==> config.mk <==
export PLATFORM = sky130hd
export DESIGN_NAME = exc_classifier
export DESIGN_NICKNAME = d
export VERILOG_FILES = /design/src/exc_pkg.sv /design/src/exc_classifier.sv
export SDC_FILE = /design/constraint.sdc
export NUM_CORES = 1
export LEC_CHECK = 0
export BUFFER_PORTS_ARGS = -buffer_cell sky130_fd_sc_hd__buf_2
export CORE_MARGIN = 4
export CORE_UTILIZATION = 32
export CTS_CLUSTER_SIZE = 25
export DETAILED_ROUTE_END_ITERATION = 10
export PLACE_DENSITY = 0.65
export SLEW_MARGIN = 20
export SYNTH_ARGS = -nofsm -noshare
export SYNTH_HDL_FRONTEND = slang
export SYNTH_SLANG_ARGS = --single-unit
==> constraint.sdc <==
create_clock -name core_clk -period 4.54 [get_ports core_clk]
set_input_delay 0.908 -clock core_clk [delete_from_list [all_inputs] [get_ports core_clk]]
set_output_delay 0.908 -clock core_clk [all_outputs]
set_load 0.02 [all_outputs]
==> src/exc_pkg.sv <==
// Shared constants and types for the exception classifier for vectors three to six
package exc_pkg;

  ////////////////////////////////////////////////////////////////////////////
  // Exception vectors
  localparam logic [7:0] VEC_BREAKPOINT = 8'h03;
  localparam logic [7:0] VEC_OVERFLOW   = 8'h04;
  localparam logic [7:0] VEC_RANGE      = 8'h05;
  localparam logic [7:0] VEC_INVALID    = 8'h06;

  // Immediate of the general software interrupt that maps to the breakpoint
  localparam logic [7:0] SOFT_INT_BP_IMM = 8'h03;

  // Reserved undefined opcodes that retire without a fault
  localparam logic [7:0] OPC_RSVD_A = 8'hD6;
  localparam logic [7:0] OPC_RSVD_B = 8'hF1;

  ////////////////////////////////////////////////////////////////////////////
  // Register byte offsets
  localparam logic [11:0] OFS_CTRL    = 12'h000;
  localparam logic [11:0] OFS_FEAT    = 12'h004;
  localparam logic [11:0] OFS_EXTFEAT = 12'h008;
  localparam logic [11:0] OFS_STATUS  = 12'h00C;
  localparam logic [11:0] OFS_FLAGS   = 12'h010;

  // Control register fields
  localparam int CTRL_NO_COPROC = 0;
  localparam int CTRL_FXSR_EN   = 1;
  localparam int CTRL_XMMEXC_EN = 2;
  localparam int CTRL_W         = 3;

  // Feature identification bit positions
  localparam int FEAT_PACKED  = 23;
  localparam int FEAT_STREAM1 = 25;
  localparam int FEAT_STREAM2 = 26;
  localparam int EXT_STREAM3  = 0;
  localparam int EXT_STREAM4  = 9;

  // Status register fields
  localparam int STAT_VEC_LSB = 0;
  localparam int STAT_CNT_LSB = 16;

  // Flags register fields
  localparam int FLG_OVF = 0;
  localparam int FLG_CRY = 1;

  // Reset values
  localparam logic [2:0]  CTRL_RST    = 3'h0;
  localparam logic [31:0] FEAT_RST    = 32'h0680_0000;
  localparam logic [31:0] EXTFEAT_RST = 32'h0000_0201;

  ////////////////////////////////////////////////////////////////////////////
  // Instruction class reported by decode at retirement
  typedef enum logic [3:0] {
    IC_PLAIN, IC_BREAK1, IC_SOFT_INT, IC_OVF_CHECK, IC_BOUND, IC_FAR_LOAD,
    IC_FORCED_UD, IC_MODE_RETURN, IC_SYS_TABLE, IC_UNDEFINED
  } iclass_t;

  // Instruction set extension of the retiring instruction
  typedef enum logic [2:0] {
    EXT_NONE, EXT_PACKED_INT, EXT_STREAM_1, EXT_STREAM_2, EXT_STREAM_3, EXT_STREAM_4
  } ext_t;

  // Whole state of the classifier
  typedef struct packed {
    logic [CTRL_W-1:0] ctrl;
    logic [31:0]       feat;
    logic [31:0]       extfeat;
    logic              ovf;
    logic              cry;
    logic              exc_valid;
    logic [7:0]        vec;
    logic              trap;
    logic              soft_int;
    logic              push_err;
    logic [31:0]       saved_ip;
    logic              commit;
    logic              wr_en;
    logic [7:0]        last_vec;
    logic [15:0]       exc_cnt;
    logic              pready;
    logic              pslverr;
    logic [31:0]       prdata;
  } state_t;

endpackage : exc_pkg

==> src/exc_classifier.sv <==
// Exception classifier for breakpoint, overflow, range and invalid-opcode events
//
// Function
// - One-byte breakpoint instruction raises vector 3 as a trap.
// - Software interrupt with immediate 3 also raises the breakpoint trap.
// - Breakpoint trap saves the pointer of the following instruction.
// - Breakpoint instruction writes no register or memory.
// - Overflow check traps on vector 4 only when signed overflow flag set.
// - Overflow trap saves the pointer of the following instruction.
// - Add and subtract set signed overflow and carry flags together.
// - Overflow check instruction writes no register or memory.
// - Bound check with signed index outside bounds raises fault vector 5.
// - Range fault saves the checking instruction pointer, operands untouched.
// - Invalid or reserved opcode faults on vector 6, not executed, own pointer.
// - Illegal operand type, such as far load from register, faults invalid.
// - Packed or streaming instruction of absent extension faults invalid.
// - Packed or streaming instruction with no-coprocessor set faults, listed exempt.
// - Streaming instruction with state-save enable clear faults, listed exempt.
// - Floating exception with exception enable clear becomes invalid-opcode fault.
// - Forced undefined instruction always faults, pointer names itself.
// - Lock prefix on unlockable or register-destination instruction faults.
// - Descriptor-table and related instructions fault in real or virtual mode.
// - Mode return instruction faults outside system management mode.
// - Invalid-opcode fault only at retirement, never from speculation.
// - Reserved opcodes D6 and F1 do not fault.
//
// The implementer's own choices: the APB slave port and the register offsets.

`timescale 1ns/1ps

module exc_classifier
(
  input  wire logic            core_clk,
  input  wire logic            resetn,
  input  wire logic            ce,
  // APB slave
  input  wire logic            psel,
  input  wire logic            penable,
  input  wire logic            pwrite,
  input  wire logic [11:0]     paddr,
  input  wire logic [31:0]     pwdata,
  output logic [31:0]          prdata,
  output logic                 pready,
  output logic                 pslverr,
  // Arithmetic flag update
  input  wire logic            alu_valid,
  input  wire logic            alu_sub,
  input  wire logic [31:0]     alu_a,
  input  wire logic [31:0]     alu_b,
  // Retirement port
  input  wire logic            ret_valid,
  input  wire exc_pkg::iclass_t ret_class,
  input  wire exc_pkg::ext_t   ret_ext,
  input  wire logic [7:0]      ret_opcode,
  input  wire logic [7:0]      ret_imm,
  input  wire logic [31:0]     ret_ip,
  input  wire logic [31:0]     ret_next_ip,
  input  wire logic            ret_lock,
  input  wire logic            ret_lockable,
  input  wire logic            ret_dest_mem,
  input  wire logic            ret_src_mem,
  input  wire logic            ret_em_exempt,
  input  wire logic            ret_fxsr_exempt,
  input  wire logic            ret_simd_fp_exc,
  input  wire logic [31:0]     ret_index,
  input  wire logic [31:0]     ret_lower,
  input  wire logic [31:0]     ret_upper,
  // Processor mode
  input  wire logic            real_mode,
  input  wire logic            v86_mode,
  input  wire logic            system_management_mode,
  // Exception delivery
  output logic                 exc_valid,
  output logic [7:0]           exc_vector,
  output logic                 exc_trap,
  output logic                 exc_soft_int,
  output logic                 exc_push_err,
  output logic [31:0]          saved_instruction_pointer,
  // Normal retirement
  output logic                 commit_valid,
  output logic                 commit_wr_en,
  // Arithmetic flags
  output logic                 signed_overflow_flag,
  output logic                 unsigned_carry_flag
);

  import exc_pkg::*;

  ////////////////////////////////////////////////////////////////////////////
  // Helpers

  function automatic logic map_hit(input logic [11:0] a);
    map_hit = (a == OFS_CTRL) || (a == OFS_FEAT) || (a == OFS_EXTFEAT)
              || (a == OFS_STATUS) || (a == OFS_FLAGS);
  endfunction : map_hit

  function automatic logic ext_present(input ext_t e,
                                       input logic [31:0] f,
                                       input logic [31:0] x);
    case (e)
      EXT_NONE:       ext_present = 1'b1;
      EXT_PACKED_INT: ext_present = f[FEAT_PACKED];
      EXT_STREAM_1:   ext_present = f[FEAT_STREAM1];
      EXT_STREAM_2:   ext_present = f[FEAT_STREAM2];
      EXT_STREAM_3:   ext_present = x[EXT_STREAM3];
      EXT_STREAM_4:   ext_present = x[EXT_STREAM4];
      default:        ext_present = 1'b0;
    endcase
  endfunction : ext_present

  function automatic logic is_stream(input ext_t e);
    is_stream = (e == EXT_STREAM_1) || (e == EXT_STREAM_2)
                || (e == EXT_STREAM_3) || (e == EXT_STREAM_4);
  endfunction : is_stream

  ////////////////////////////////////////////////////////////////////////////
  // State

  state_t st_q;
  state_t st_d;

  always_comb
  begin
    logic [32:0] sum;
    logic        ovf_new;
    logic        ud;
    logic        out_of_range;
    logic        rsvd_opc;
    logic        apb_wr;
    sum          = 33'h0_0000_0000;
    ovf_new      = 1'b0;
    ud           = 1'b0;
    out_of_range = 1'b0;
    rsvd_opc     = 1'b0;
    apb_wr       = 1'b0;
    st_d         = st_q;

    if (ce)
    begin
      // Pulses last one enabled cycle
      st_d.exc_valid = 1'b0;
      st_d.commit    = 1'b0;
      st_d.wr_en     = 1'b0;
      st_d.pready    = 1'b0;
      st_d.pslverr   = 1'b0;

      //////////////////////////////////////////////////////////////////////
      // Arithmetic flags: both come from the same result
      if (alu_valid)
      begin
        if (alu_sub)
        begin
          sum     = {1'b0, alu_a} - {1'b0, alu_b};
          ovf_new = (alu_a[31] != alu_b[31]) && (sum[31] != alu_a[31]);
        end
        else
        begin
          sum     = {1'b0, alu_a} + {1'b0, alu_b};
          ovf_new = (alu_a[31] == alu_b[31]) && (sum[31] != alu_a[31]);
        end
        st_d.ovf = ovf_new;
        st_d.cry = sum[32];
      end

      //////////////////////////////////////////////////////////////////////
      // Classification happens only on the retirement port, so a wrong-path
      // instruction never reaches it and cannot fault
      if (ret_valid)
      begin
        rsvd_opc = (ret_opcode == OPC_RSVD_A) || (ret_opcode == OPC_RSVD_B);
        ud = ((ret_class == IC_UNDEFINED) && !rsvd_opc)
          || ((ret_class == IC_FAR_LOAD) && !ret_src_mem)
          || !ext_present(ret_ext, st_q.feat, st_q.extfeat)
          || ((ret_ext != EXT_NONE) && st_q.ctrl[CTRL_NO_COPROC]
              && !ret_em_exempt)
          || (is_stream(ret_ext) && !st_q.ctrl[CTRL_FXSR_EN]
              && !ret_fxsr_exempt)
          || (ret_simd_fp_exc && !st_q.ctrl[CTRL_XMMEXC_EN])
          || (ret_class == IC_FORCED_UD)
          || (ret_lock && (!ret_lockable || !ret_dest_mem))
          || ((ret_class == IC_SYS_TABLE) && (real_mode || v86_mode))
          || ((ret_class == IC_MODE_RETURN) && !system_management_mode);
        out_of_range = ($signed(ret_index) < $signed(ret_lower))
                    || ($signed(ret_index) > $signed(ret_upper));

        st_d.push_err = 1'b0;
        st_d.soft_int = 1'b0;

        if (ud)
        begin
          // Fault: nothing executes, pointer names the offender
          st_d.exc_valid = 1'b1;
          st_d.vec       = VEC_INVALID;
          st_d.trap      = 1'b0;
          st_d.saved_ip  = ret_ip;
        end
        else if ((ret_class == IC_BOUND) && out_of_range)
        begin
          // Fault keeps the operands so the handler return restarts the check
          st_d.exc_valid = 1'b1;
          st_d.vec       = VEC_RANGE;
          st_d.trap      = 1'b0;
          st_d.saved_ip  = ret_ip;
        end
        else if ((ret_class == IC_OVF_CHECK) && st_q.ovf)
        begin
          st_d.exc_valid = 1'b1;
          st_d.vec       = VEC_OVERFLOW;
          st_d.trap      = 1'b1;
          st_d.saved_ip  = ret_next_ip;
        end
        else if ((ret_class == IC_BREAK1)
                 || ((ret_class == IC_SOFT_INT) && (ret_imm == SOFT_INT_BP_IMM)))
        begin
          st_d.exc_valid = 1'b1;
          st_d.vec       = VEC_BREAKPOINT;
          st_d.trap      = 1'b1;
          st_d.soft_int  = (ret_class == IC_SOFT_INT);
          st_d.saved_ip  = ret_next_ip;
        end
        else if (!ret_simd_fp_exc)
        begin
          // An enabled floating exception belongs to other delivery logic
          st_d.commit = 1'b1;
          // Overflow check and a bound check in range leave no results behind
          st_d.wr_en  = (ret_class != IC_OVF_CHECK) && (ret_class != IC_BOUND);
        end

        if (st_d.exc_valid)
        begin
          // Traps and faults alike suppress any writeback
          st_d.wr_en    = 1'b0;
          st_d.last_vec = st_d.vec;
          st_d.exc_cnt  = st_q.exc_cnt + 16'h0001;
        end
      end

      //////////////////////////////////////////////////////////////////////
      // APB slave: no wait state, answer registered in the setup cycle and shown in the access cycle
      if (psel && !penable)
      begin
        st_d.pready  = 1'b1;
        st_d.pslverr = !map_hit(paddr);
        st_d.prdata  = 32'h0000_0000;
        if (!pwrite)
        begin
          case (paddr)
            OFS_CTRL:    st_d.prdata = {29'h0000_0000, st_q.ctrl};
            OFS_FEAT:    st_d.prdata = st_q.feat;
            OFS_EXTFEAT: st_d.prdata = st_q.extfeat;
            OFS_STATUS:
            begin
              st_d.prdata[STAT_VEC_LSB +: 8]  = st_q.last_vec;
              st_d.prdata[STAT_CNT_LSB +: 16] = st_q.exc_cnt;
            end
            OFS_FLAGS:
            begin
              st_d.prdata[FLG_OVF] = st_q.ovf;
              st_d.prdata[FLG_CRY] = st_q.cry;
            end
            default:     st_d.prdata = 32'h0000_0000;
          endcase
        end
      end

      apb_wr = psel && penable && pwrite && st_q.pready && map_hit(paddr);
      if (apb_wr)
      begin
        case (paddr)
          OFS_CTRL:    st_d.ctrl    = pwdata[CTRL_W-1:0];
          OFS_FEAT:    st_d.feat    = pwdata;
          OFS_EXTFEAT: st_d.extfeat = pwdata;
          default:     st_d.ctrl    = st_d.ctrl;
        endcase
      end
    end
  end

  always_ff @(posedge core_clk)
  begin
    if (!resetn)
    begin
      st_q         <= '0;
      st_q.ctrl    <= CTRL_RST;
      st_q.feat    <= FEAT_RST;
      st_q.extfeat <= EXTFEAT_RST;
    end
    else
    begin
      st_q <= st_d;
    end
  end

  ////////////////////////////////////////////////////////////////////////////
  // Outputs, all straight from the state register

  assign prdata                    = st_q.prdata;
  assign pready                    = st_q.pready;
  assign pslverr                   = st_q.pslverr;
  assign exc_valid                 = st_q.exc_valid;
  assign exc_vector                = st_q.vec;
  assign exc_trap                  = st_q.trap;
  assign exc_soft_int              = st_q.soft_int;
  assign exc_push_err              = st_q.push_err;
  assign saved_instruction_pointer = st_q.saved_ip;
  assign commit_valid              = st_q.commit;
  assign commit_wr_en              = st_q.wr_en;
  assign signed_overflow_flag      = st_q.ovf;
  assign unsigned_carry_flag       = st_q.cry;

endmodule : exc_classifier

==> metrics.md, run 1 <==
| Metric | Value |
|---|---|
| R2R Setup Slk | `1450 ps` |
| LEAKAGE | `6.48 nW` |
| Final min period | `3450 ps` |
| Initial core utilization | `0.328` |
| Hold_sp | `st_q[128]$_SDFFE_PN0P_` |
| PwrDens | `279 mW/mm^2` |
| Root Driver | `clkbuf_16` |
| Die width | `194 um` |
| Syn_nets | `1,824` |
| Hold WS | `451 ps` |
| RSZ-0062 raised after global routing | `no` |
| Clk_lat worst skew | `440 ps` |
| Antenna viol nets, final | `0` |
| Vias/cell | `5.10` |
| Fillers | `3,510` |
| Largest net degree at the start of global routing | `103` |
| Post-CTS setup repair buffer count | `0` |
| Layout Utilization | `0.401` |
| Setup Crit Path Kind | `in -> reg` |
| Via count | `10,905` |
| R2R cell count | `7` |
| Die area | `0.0377 sq mm` |
| Startpoint types | `input pin` |
| EDFF count, synth | `0` |
| Hpwl dp | `30,300 um` |
| First-pass GRT wire length | `59,600 um` |
| Crit. Startpoint | `ret_upper[14]` |
| Routed WL per cell | `18.1 um` |
| Synthesized area | `0.0111 sq mm` |
| H-tree levels | `4` |
| Post-synth ARST share | `0` |
| Avg Cell Area, Syn | `8.00 sq um` |
| Slew @ Worst Pin | `1090 ps` |
| Slew HR | `0.274` |
| Hold Crit Class | `reg -> reg` |
| Row count | `67` |
| Clock Path Buffers | `2` |
| Max Cap Viol | `0` |
| Final RePlAce weighted congestion | `0.940` |
| Reg2Reg Launch Point | `st_q[170]$_SDFFE_PN0P_` |
| Congestion Overflow GR | `0` |
| Buffers on Ports | `390` |
| Hold Path Cell Cnt | `2` |
| Overall power | `3.79 mW` |
| Fin Setup TNS | `0 ps` |
| Clock skew | `27.2 ps` |
| Critical path endpoint category | `register` |
| Worst vdd ir | `0.000209 V` |
| Synth warn | `0` |
| Synth Instances | `1,388` |
| DRC | `0` |
| Nets | `2,109` |
| CTS Sinks | `172` |
| Library cells used by synthesis | `69` |
| GRT Resource Usage Total | `0.195` |
| Sequential area share after synthesis | `0.310` |
| Final Max Tran Viols | `0` |
| CTS tree | `yes` |
| Ratio of cells with drive above 1 in the final layout | `0.284` |
| Antenna violations before repair | `6` |
| CP Data Arrival Time | `3770 ps` |
| #FFs+latches synth | `172` |
| WL final | `38,600 um` |
| Detailed Route Iter0 Violations | `750` |
| RR Endpoint | `exc_vector[7]$_SDFFE_PN0P_` |
| Vias in the first global route | `10,740` |
| Post-CTS Hold Buffers | `0` |
| Status | `complete, no violations` |
| CTS Buf Count | `17` |
| Critical-path maximum fanout | `12` |
| Final Hold Violating Endpoints | `0` |
| Final Setup Violations | `0` |
| Post-synth top flop | `dfxtp_1` |
| Die height | `194 um` |
| Synth-to-Final Area Change | `22.4%` |
| I/O Pins | `392` |
| FMAX | `290 MHz` |
| Core box area | `0.0339 sq mm` |
| CTS-repair resized insts | `0` |
| Clock input transition at the sequential cells of the worst setup and hold paths | `70 ps` |
| Worst Path Required | `4860 ps` |
| Worst Hold Path EP | `st_q[128]$_SDFFE_PN0P_` |
| Final period util | `0.761` |
| TritonRoute pass-1 iters | `5` |
-- routing by layer --
metal	track usage	wire length [um]
met2	0.343	19100
met1	0.247	16700
met3	0.0403	2130
met5	0	45
met4	0.0456	598
-- worst max-delay path, stage by stage --
cell and delay (ps):
buf_2 100, inv_1 50, ha_1 310, nand4_1 150, nor4_1 550, a21boi_1 240
o41ai_1 100, a21o_1 340, nand3_1 310, nand2b_1 380, and3_1 320
-- power by group --
group	internal (mW)	switching [mW]	total (mW)
combinational	0.286	0.386	0.672
sequential	1.54	0.0205	1.56
clock	0.851	0.706	1.56
-- layout make-up --
cell class,count,area [sq um],share of cell area
Timing Repair Buffer,406,2080,0.153
Multi-Input combinational cell,962,6440,0.474
Antenna cell,4,10.0,0.000737
Inverter,114,428,0.0315
Clock inverter,14,180,0.0133
Tap cell,448,561,0.0413
Sequential cell,172,3440,0.253
Clock buffer,18,439,0.0323
-- placed cells by master, fill, tap and decap left out, types with 5 or more instances in the layout --
cell,Yosys,final
nor2_1,101,100
o21ai_0,35,35
o211ai_1,7,7
buf_2,5,390
nor4_1,10,10
or3_1,9,9
nor2b_1,14,12
nor3b_1,6,6
buf_4,74,15
nand4_1,18,18
a21oi_1,144,144
nand3_1,28,28
mux2i_1,14,14
a21o_1,8,8
a22o_1,30,30
inv_1,113,113
a22oi_1,33,33
and3_1,19,19
o21a_1,7,7
dfxtp_1,172,172
a221oi_1,5,5
ha_1,126,126
clkbuf_16,0,17
nand2b_1,19,19
nand2_1,187,187
mux2_2,21,21
o221ai_1,32,32
nor3_1,20,19
-- per-stage QoR --
step                setup WS [ps]  cell area, sq um  cells
finish                       1090             13600   2138
global route                  848             13600   2136
CTS                          1200             13600   2134
detailed placement            744             13000   2102
global placement              815             13000   2102
floorplan                    1210             11100   1388
-- synth_stat cells, drive strengths merged (5+ instances only) --
library cell | number | share of area
a21boi | 5 | 0.0034
a21o | 8 | 0.0054
a21oi | 144 | 0.065
a221oi | 5 | 0.0039
a22o | 30 | 0.024
a22oi | 33 | 0.022
and3 | 19 | 0.011
buf | 82 | 0.054
clkbuf | 58 | 0.020
dfxtp | 172 | 0.31
ha | 126 | 0.14
inv | 113 | 0.038
mux2 | 21 | 0.021
mux2i | 14 | 0.013
nand2 | 187 | 0.063
nand2b | 19 | 0.011
nand3 | 28 | 0.013
nand4 | 18 | 0.010
nor2 | 101 | 0.034
nor2b | 14 | 0.0079
nor3 | 22 | 0.011
nor3b | 6 | 0.0041
nor4 | 10 | 0.0056
o211ai | 7 | 0.0047
o21a | 7 | 0.0047
o21ai | 35 | 0.016
o221ai | 32 | 0.025
or3 | 9 | 0.0051
-- how the worst max path moves through the flow --
stage	cells past startpoint	end	slack, ps
final	11	exc_vector[7]$_SDFFE_PN0P_	1090
after global routing	11	st_q[50]$_SDFFE_PN0P_	850
after CTS	11	exc_vector[7]$_SDFFE_PN0P_	1200
after detailed placement	11	st_q[56]$_SDFFE_PN0P_	740
after global placement	11	exc_vector[5]$_SDFFE_PN0P_	820
after floorplan	11	st_q[44]$_SDFFE_PN0P_	1210
-- kinds of logic after synthesis --
kind of cell               share of synthesized area
and+or+nand+nor                                0.187
AOI/OAI and AO/OA                              0.205
buffers and inverters                          0.112
DFF                                            0.310
adders and majority gates                      0.142
muxes                                         0.0400
xor gates and xnor gates                     0.00316
other                                       0.000338
-- state kept, by name, indices dropped and copies added, names as in the netlist --
| signal | cells |
|---|---|
| pslverr | 1 |
| saved_instruction_pointer | 32 |
| commit_valid | 1 |
| prdata | 32 |
| signed_overflow_flag | 1 |
| unsigned_carry_flag | 1 |
| st_q | 91 |
| exc_valid | 1 |
| exc_trap | 1 |
| exc_vector | 8 |
| exc_soft_int | 1 |
| commit_wr_en | 1 |
| pready | 1 |
No activity file was read; power rests on OpenSTA's default activity.
==> inputs of run 2 (changes only) <==
Clock period 4.54 ns to 3.48 ns, I/O delays scaled along.
==> metrics.md, run 2 (synthesis gave the netlist of run 1 again) <==
| Metric | Value |
|---|---|
| Most common cell after layout, fill and taps aside | `buf_2` |
| Congestion Overflow GR | `0 (unchanged)` |
| Critical path endpoint category | `register` |
| PwrDens | `359 mW/mm^2 (+29%)` |
| CP Data Arrival Time | `3400 ps (-370 ps)` |
| Worst vdd ir | `0.000258 V (+23%)` |
| Ratio of cells with drive above 1 in the final layout | `0.288 (+0.00422)` |
| Detailed Route Iter0 Violations | `585 (-22%)` |
| CTS tree | `yes` |
| I/O Pins | `392 (unchanged)` |
| Gate power share | `0.183 (+0.006)` |
| H-tree levels | `4 (unchanged)` |
| Worst Path Required | `3840 ps (-1020 ps)` |
| CTS Buf Count | `17 (unchanged)` |
| Layout Cells excl Fill | `2,148 (+0.47%)` |
| Largest net degree at the start of global routing | `107 (+3.9%)` |
| Startpoint types | `input pin` |
| Root Driver | `clkbuf_16` |
| DRC | `0 (unchanged)` |
| Vias in the first global route | `10,622 (-1.1%)` |
| Post-CTS Hold Buffers | `0 (unchanged)` |
| CTS-repair resized insts | `0 (unchanged)` |
| Final Max Tran Viols | `0 (unchanged)` |
| DP Cell Count | `2,112 (+0.48%)` |
| Slew @ Worst Pin | `826 ps (-263 ps)` |
| Synth-to-Final Area Change | `23.4%` |
| Slew HR | `0.450 (+0.175)` |
| Via count | `10,913 (+0.073%)` |
| Final RePlAce weighted congestion | `0.926 (-1.4%)` |
| Routed WL per cell | `18.0 um (-0.29%)` |
| Critical-path maximum fanout | `11 (-1)` |
| RSZ-0062 raised after global routing | `no` |
| First-pass GRT wire length | `59,700 um (+0.33%)` |
| Clk pwr share | `0.404 (-0.007)` |
| GRT Resource Usage Total | `0.195 (-0.000270)` |
| Antenna viol nets, final | `0 (unchanged)` |
| Hold Crit Class | `reg -> reg` |
| Final Hold Violating Endpoints | `0 (unchanged)` |
| Most frequent cells in the layout | `buf_2 (390), nand2_1 (187), dfxtp_1 (172)` |
| Antenna violations before repair | `7 (+1)` |
| Nets | `2,119 (+0.47%)` |
| Seq pwr share | `0.412 (about the same)` |
| Post-CTS setup repair buffer count | `0 (unchanged)` |
| Overall power | `4.92 mW (+30%)` |
| Clock Path Buffers | `2 (unchanged)` |
| Die width | `194 um (unchanged)` |
| Final min period | `3040 ps` |
| Row count | `67 (unchanged)` |
| Clk_lat worst skew | `440 ps (about the same)` |
| Reg with most FFs | `st_q` |
| Switch Pwr | `1.49 mW (+34%)` |
| Initial core utilization | `0.328 (unchanged)` |
| LEAKAGE | `6.54 nW (+0.91%)` |
| Switching portion of total power | `0.302 (+0.00820)` |
| Setup Crit Path Kind | `in -> reg` |
| Max reg flops | `91 (unchanged)` |
| Clock input transition at the sequential cells of the worst setup and hold paths | `70 ps (about the same)` |
| Final period util | `0.874` |
| Hpwl dp | `30,600 um (+1.0%)` |
| Final Setup Violations | `0 (unchanged)` |
| TritonRoute pass-1 iters | `5 (unchanged)` |
| Buffers on Ports | `390 (unchanged)` |
| Die area | `0.0377 sq mm (unchanged)` |
| Clock skew | `20.8 ps (-6.42 ps)` |
| Fillers | `3,501 (-0.26%)` |
| CTS Sinks | `172 (unchanged)` |
| Max Cap Viol | `0 (unchanged)` |
| Vias/cell | `5.08 (-0.39%)` |
| Status | `complete, no violations` |
| Die height | `194 um (unchanged)` |
| Core box area | `0.0339 sq mm (unchanged)` |
| FMAX | `329 MHz` |
| WL final | `38,700 um (+0.18%)` |
| Internal Power | `3.43 mW (+28%)` |
run 2: final cells by class:
class                      instances  area [sq um]  area share
antenna                            4          10.0    0.000731
sequential                       172          3440       0.251
clock buffer                      17           425      0.0311
inverter                         114           428      0.0312
timing repair buffer             416          2200       0.160
tap                              448           561      0.0409
clock inverter                    15           189      0.0138
multi-input combinational        962          6440       0.470
run 2: worst max-delay path, cell delays in order:
cell and delay [ps]:
buf_2 110, ha_1 300, a211o_1 290, a31oi_1 190, o41ai_1 120, a221oi_1 370
o211ai_1 150, buf_4 190, a311o_2 500, or3_1 330, a21oi_1 140
run 2: per-stage QoR:
stage          setup slack (ps)   util  hold slack (ps)  setup TNS, ps  cell area, sq um
6_report                    438  0.404              454              0             13700
2_1_floorplan               367      -              432              0             11100
3_5_place_dp              -7.49  0.386              446          -13.6             13100
4_1_cts                     453  0.404              456              0             13700
5_1_grt                     281  0.404              473              0             13700
3_3_place_gp               79.8  0.386              439              0             13100
run 2: final timing paths:
path	startpoint	end	slack [ps]	cells after the start
worst max-delay path	ret_index[2]	st_q[42]$_SDFFE_PN0P_	440	11
worst min-delay path	st_q[131]$_SDFFE_PN0P_	st_q[131]$_SDFFE_PN0P_	450	2
worst max register to register	st_q[170]$_SDFFE_PN0P_	st_q[36]$_SDFFE_PN0P_	660	9
worst min register to register	st_q[131]$_SDFFE_PN0P_	st_q[131]$_SDFFE_PN0P_	450	2
run 2: power groups by stage:
stage	Combinational, mW	Clock, mW	Sequential, mW
CTS	0.905	2.05	2.03
global placement	0.889	0	2.08
detailed placement	0.900	0	2.08
finish	0.902	1.99	2.03
floorplan	0.515	0	2.07
global route	1.00	2.11	2.03
run 2: routing by layer:
metal,GRT usage,wire length (um),vias to the layer above
met5,0,34,-
met4,0.0503,807,6
met3,0.0346,1780,49
met2,0.339,18800,321
met1,0.251,17300,5137
li1,-,-,5400
==> inputs of run 3 (changes only) <==
--- a/config.mk
+++ b/config.mk
@@ -11,5 +11,6 @@
 export CTS_CLUSTER_SIZE = 25
 export DETAILED_ROUTE_END_ITERATION = 10
-export PLACE_DENSITY = 0.65
+export PLACE_DENSITY = 0.67
+export SETUP_SLACK_MARGIN = 0.4
 export SLEW_MARGIN = 20
 export SYNTH_ARGS = -nofsm -noshare
==> constraint.sdc (replaced) <==
create_clock -name core_clk -period 2.6 [get_ports core_clk]
set_input_delay 0.13 -clock core_clk [delete_from_list [all_inputs] [get_ports core_clk]]
set_output_delay 0.13 -clock core_clk [all_outputs]
set_load 0.02 [all_outputs]
==> metrics.md, run 3 (synthesis gave the netlist of run 1 again) <==
| Metric | Value |
|---|---|
| Fillers | `3,302 (-5.7%)` |
| CTS Buf Count | `17 (unchanged)` |
| Detailed Route Iter0 Violations | `565 (-3.4%)` |
| Final period util | `0.884` |
| Max reg flops | `91 (unchanged)` |
| Die height | `194 um (unchanged)` |
| Critical-path maximum fanout | `5 (-6)` |
| CP top delay family | `compound AO/OA/AOI/OAI gates` |
| Max Cap Viol | `0 (unchanged)` |
| I/O Pins | `392 (unchanged)` |
| Slew @ Worst Pin | `669 ps (-156 ps)` |
| Largest net degree at the start of global routing | `98 (-8.4%)` |
| Clk_lat worst skew | `440 ps (about the same)` |
| Buffers on Ports | `390 (unchanged)` |
| Reg with most FFs | `st_q` |
| Layout Utilization | `0.463 (+0.0582)` |
| Setup Crit Path Kind | `in -> reg` |
| Synth-to-Final Area Change | `41.1%` |
| Final Setup Violations | `0 (unchanged)` |
| Vias/cell | `5.06 (-0.42%)` |
| FMAX | `435 MHz` |
| Buf+Inv Stages, Crit Path | `5 (+3)` |
| Core box area | `0.0339 sq mm (unchanged)` |
| Clock skew | `14.0 ps (-6.79 ps)` |
| Root Driver | `clkbuf_16` |
| Via count | `11,570 (+6.0%)` |
| Antenna violations before repair | `8 (+1)` |
| Area of the multi-input gates | `0.00697 sq mm (+8.2%)` |
| Final Max Tran Viols | `0 (unchanged)` |
| Final min period | `2300 ps` |
| Slew HR | `0.553 (+0.103)` |
| Routed WL per cell | `17.4 um (-3.3%)` |
| R2R Setup Slk | `310 ps (-350 ps)` |
| H-tree levels | `4 (unchanged)` |
| Hpwl dp | `30,200 um (-1.3%)` |
| Row count | `67 (unchanged)` |
| DRC | `0 (unchanged)` |
| Antenna viol nets, final | `0 (unchanged)` |
| Fin Setup TNS | `0 ps (unchanged)` |
| WL final | `39,800 um (+2.9%)` |
| GRT Resource Usage Total | `0.199 (+0.00373)` |
| Initial core utilization | `0.328 (unchanged)` |
| Hold WS | `8.69 ps (-445 ps)` |
| CTS tree | `yes` |
| Vias in the first global route | `11,677 (+9.9%)` |
| RSZ-0062 raised after global routing | `yes` |
| CTS Sinks | `172 (unchanged)` |
| Most common cell after layout, fill and taps aside | `buf_2` |
| Nets | `2,254 (+6.4%)` |
| Die width | `194 um (unchanged)` |
| Worst path slowest cell | `a311o_1` |
| Clock input transition at the sequential cells of the worst setup and hold paths | `70 ps (about the same)` |
| Die area | `0.0377 sq mm (unchanged)` |
| PwrDens | `449 mW/mm^2 (+25%)` |
| Crit-path max cell delay | `340 ps (-160 ps)` |
| Clock Path Buffers | `2 (unchanged)` |
| Final Hold Violating Endpoints | `0 (unchanged)` |
| Final RePlAce weighted congestion | `0.969 (+4.6%)` |
| Hold Crit Class | `in -> reg` |
| Status | `complete, no violations` |
| Final Cell Area | `0.0157 sq mm (+14%)` |
| Cell Chain, Critical Path | `buf_6 -> inv_4 -> ha_4 -> a211o_1 -> a31oi_2 -> o41ai_2 -> a221oi_1 -> buf_4 -> o211ai_1 -> buf_4 -> buf_6 -> a311o_1 -> o21ai_0 -> a21oi_2` |
| Ratio of cells with drive above 1 in the final layout | `0.341 (+0.0536)` |
| First-pass GRT wire length | `61,700 um (+3.2%)` |
| Worst vdd ir | `0.000433 V (+68%)` |
| LEAKAGE | `7.23 nW (+11%)` |
| Startpoint types | `input pin` |
| DP Area | `0.0138 sq mm (+5.3%)` |
| TritonRoute pass-1 iters | `5 (unchanged)` |
| CP Data Arrival Time | `2610 ps (-790 ps)` |
| Critical path endpoint category | `register` |
| Congestion Overflow GR | `0 (unchanged)` |
| Most frequent cells in the layout | `buf_2 (387), nand2_1 (184), dfxtp_1 (168)` |
| Flip-flop and latch area | `0.00345 sq mm (+0.15%)` |
| Worst Path Required | `2910 ps (-930 ps)` |
[run 3: worst paths after layout]
kind                                             start  depth (start not counted)                                         end
worst min register to register  st_q[109]$_SDFFE_PN0P_                          2                      st_q[109]$_SDFFE_PN0P_
worst max register to register  st_q[172]$_SDFFE_PN0P_                         12                       st_q[52]$_SDFFE_PN0P_
worst min-delay path                        ret_ip[27]                          3  saved_instruction_pointer[27]$_SDFFE_PN0P_
worst max-delay path                      ret_lower[2]                         14                       st_q[38]$_SDFFE_PN0P_
[run 3: layout make-up]
cell class,instances,area share
timing repair buffer,550,0.227
sequential,172,0.220
antenna,8,0.00128
tap,448,0.0358
clock inverter,15,0.0140
clock buffer,17,0.0272
multi-input combinational,963,0.445
inverter,114,0.0297
[run 3: timing repair]
item / 4_1_cts / 5_1_grt
setup buffers: 5 / 7
endpoints found under the setup margin: 63 / 85
pin swaps: 5 / 10
hold endpoints to repair: 98 / 0
hold buffers: 85 / 0
cloned: 1 / 2
resized for setup: 17 / 35
[run 3: through the flow]
step	setup slack, ps	std cells	power (mW)
2_1_floorplan	197	1388	3.53
3_3_place_gp	-169	2147	4.08
3_5_place_dp	-217	2147	4.11
4_1_cts	269	2270	7.04
5_1_grt	152	2287	7.35
6_report	301	2287	7.03
[run 3: power by group]
group	internal, mW	switching, mW
Clock	1.57	1.23
Sequential	2.68	0.0435
Combinational	0.725	0.786
Total	4.98	2.06
[run 3: metal layers]
layer / up-vias / GRT usage / routed length (um)
li1: 5696 / - / -
met1: 5438 / 0.237 / 16200
met2: 368 / 0.358 / 20500
met3: 68 / 0.0360 / 1970
met4: 0 / 0.0724 / 1080
met5: - / 0 / 0
[run 3: tightest hold or removal path, cell delays in order]
cell,delay (ps)
buf_2,100
nor2_1,40
a21oi_1,120
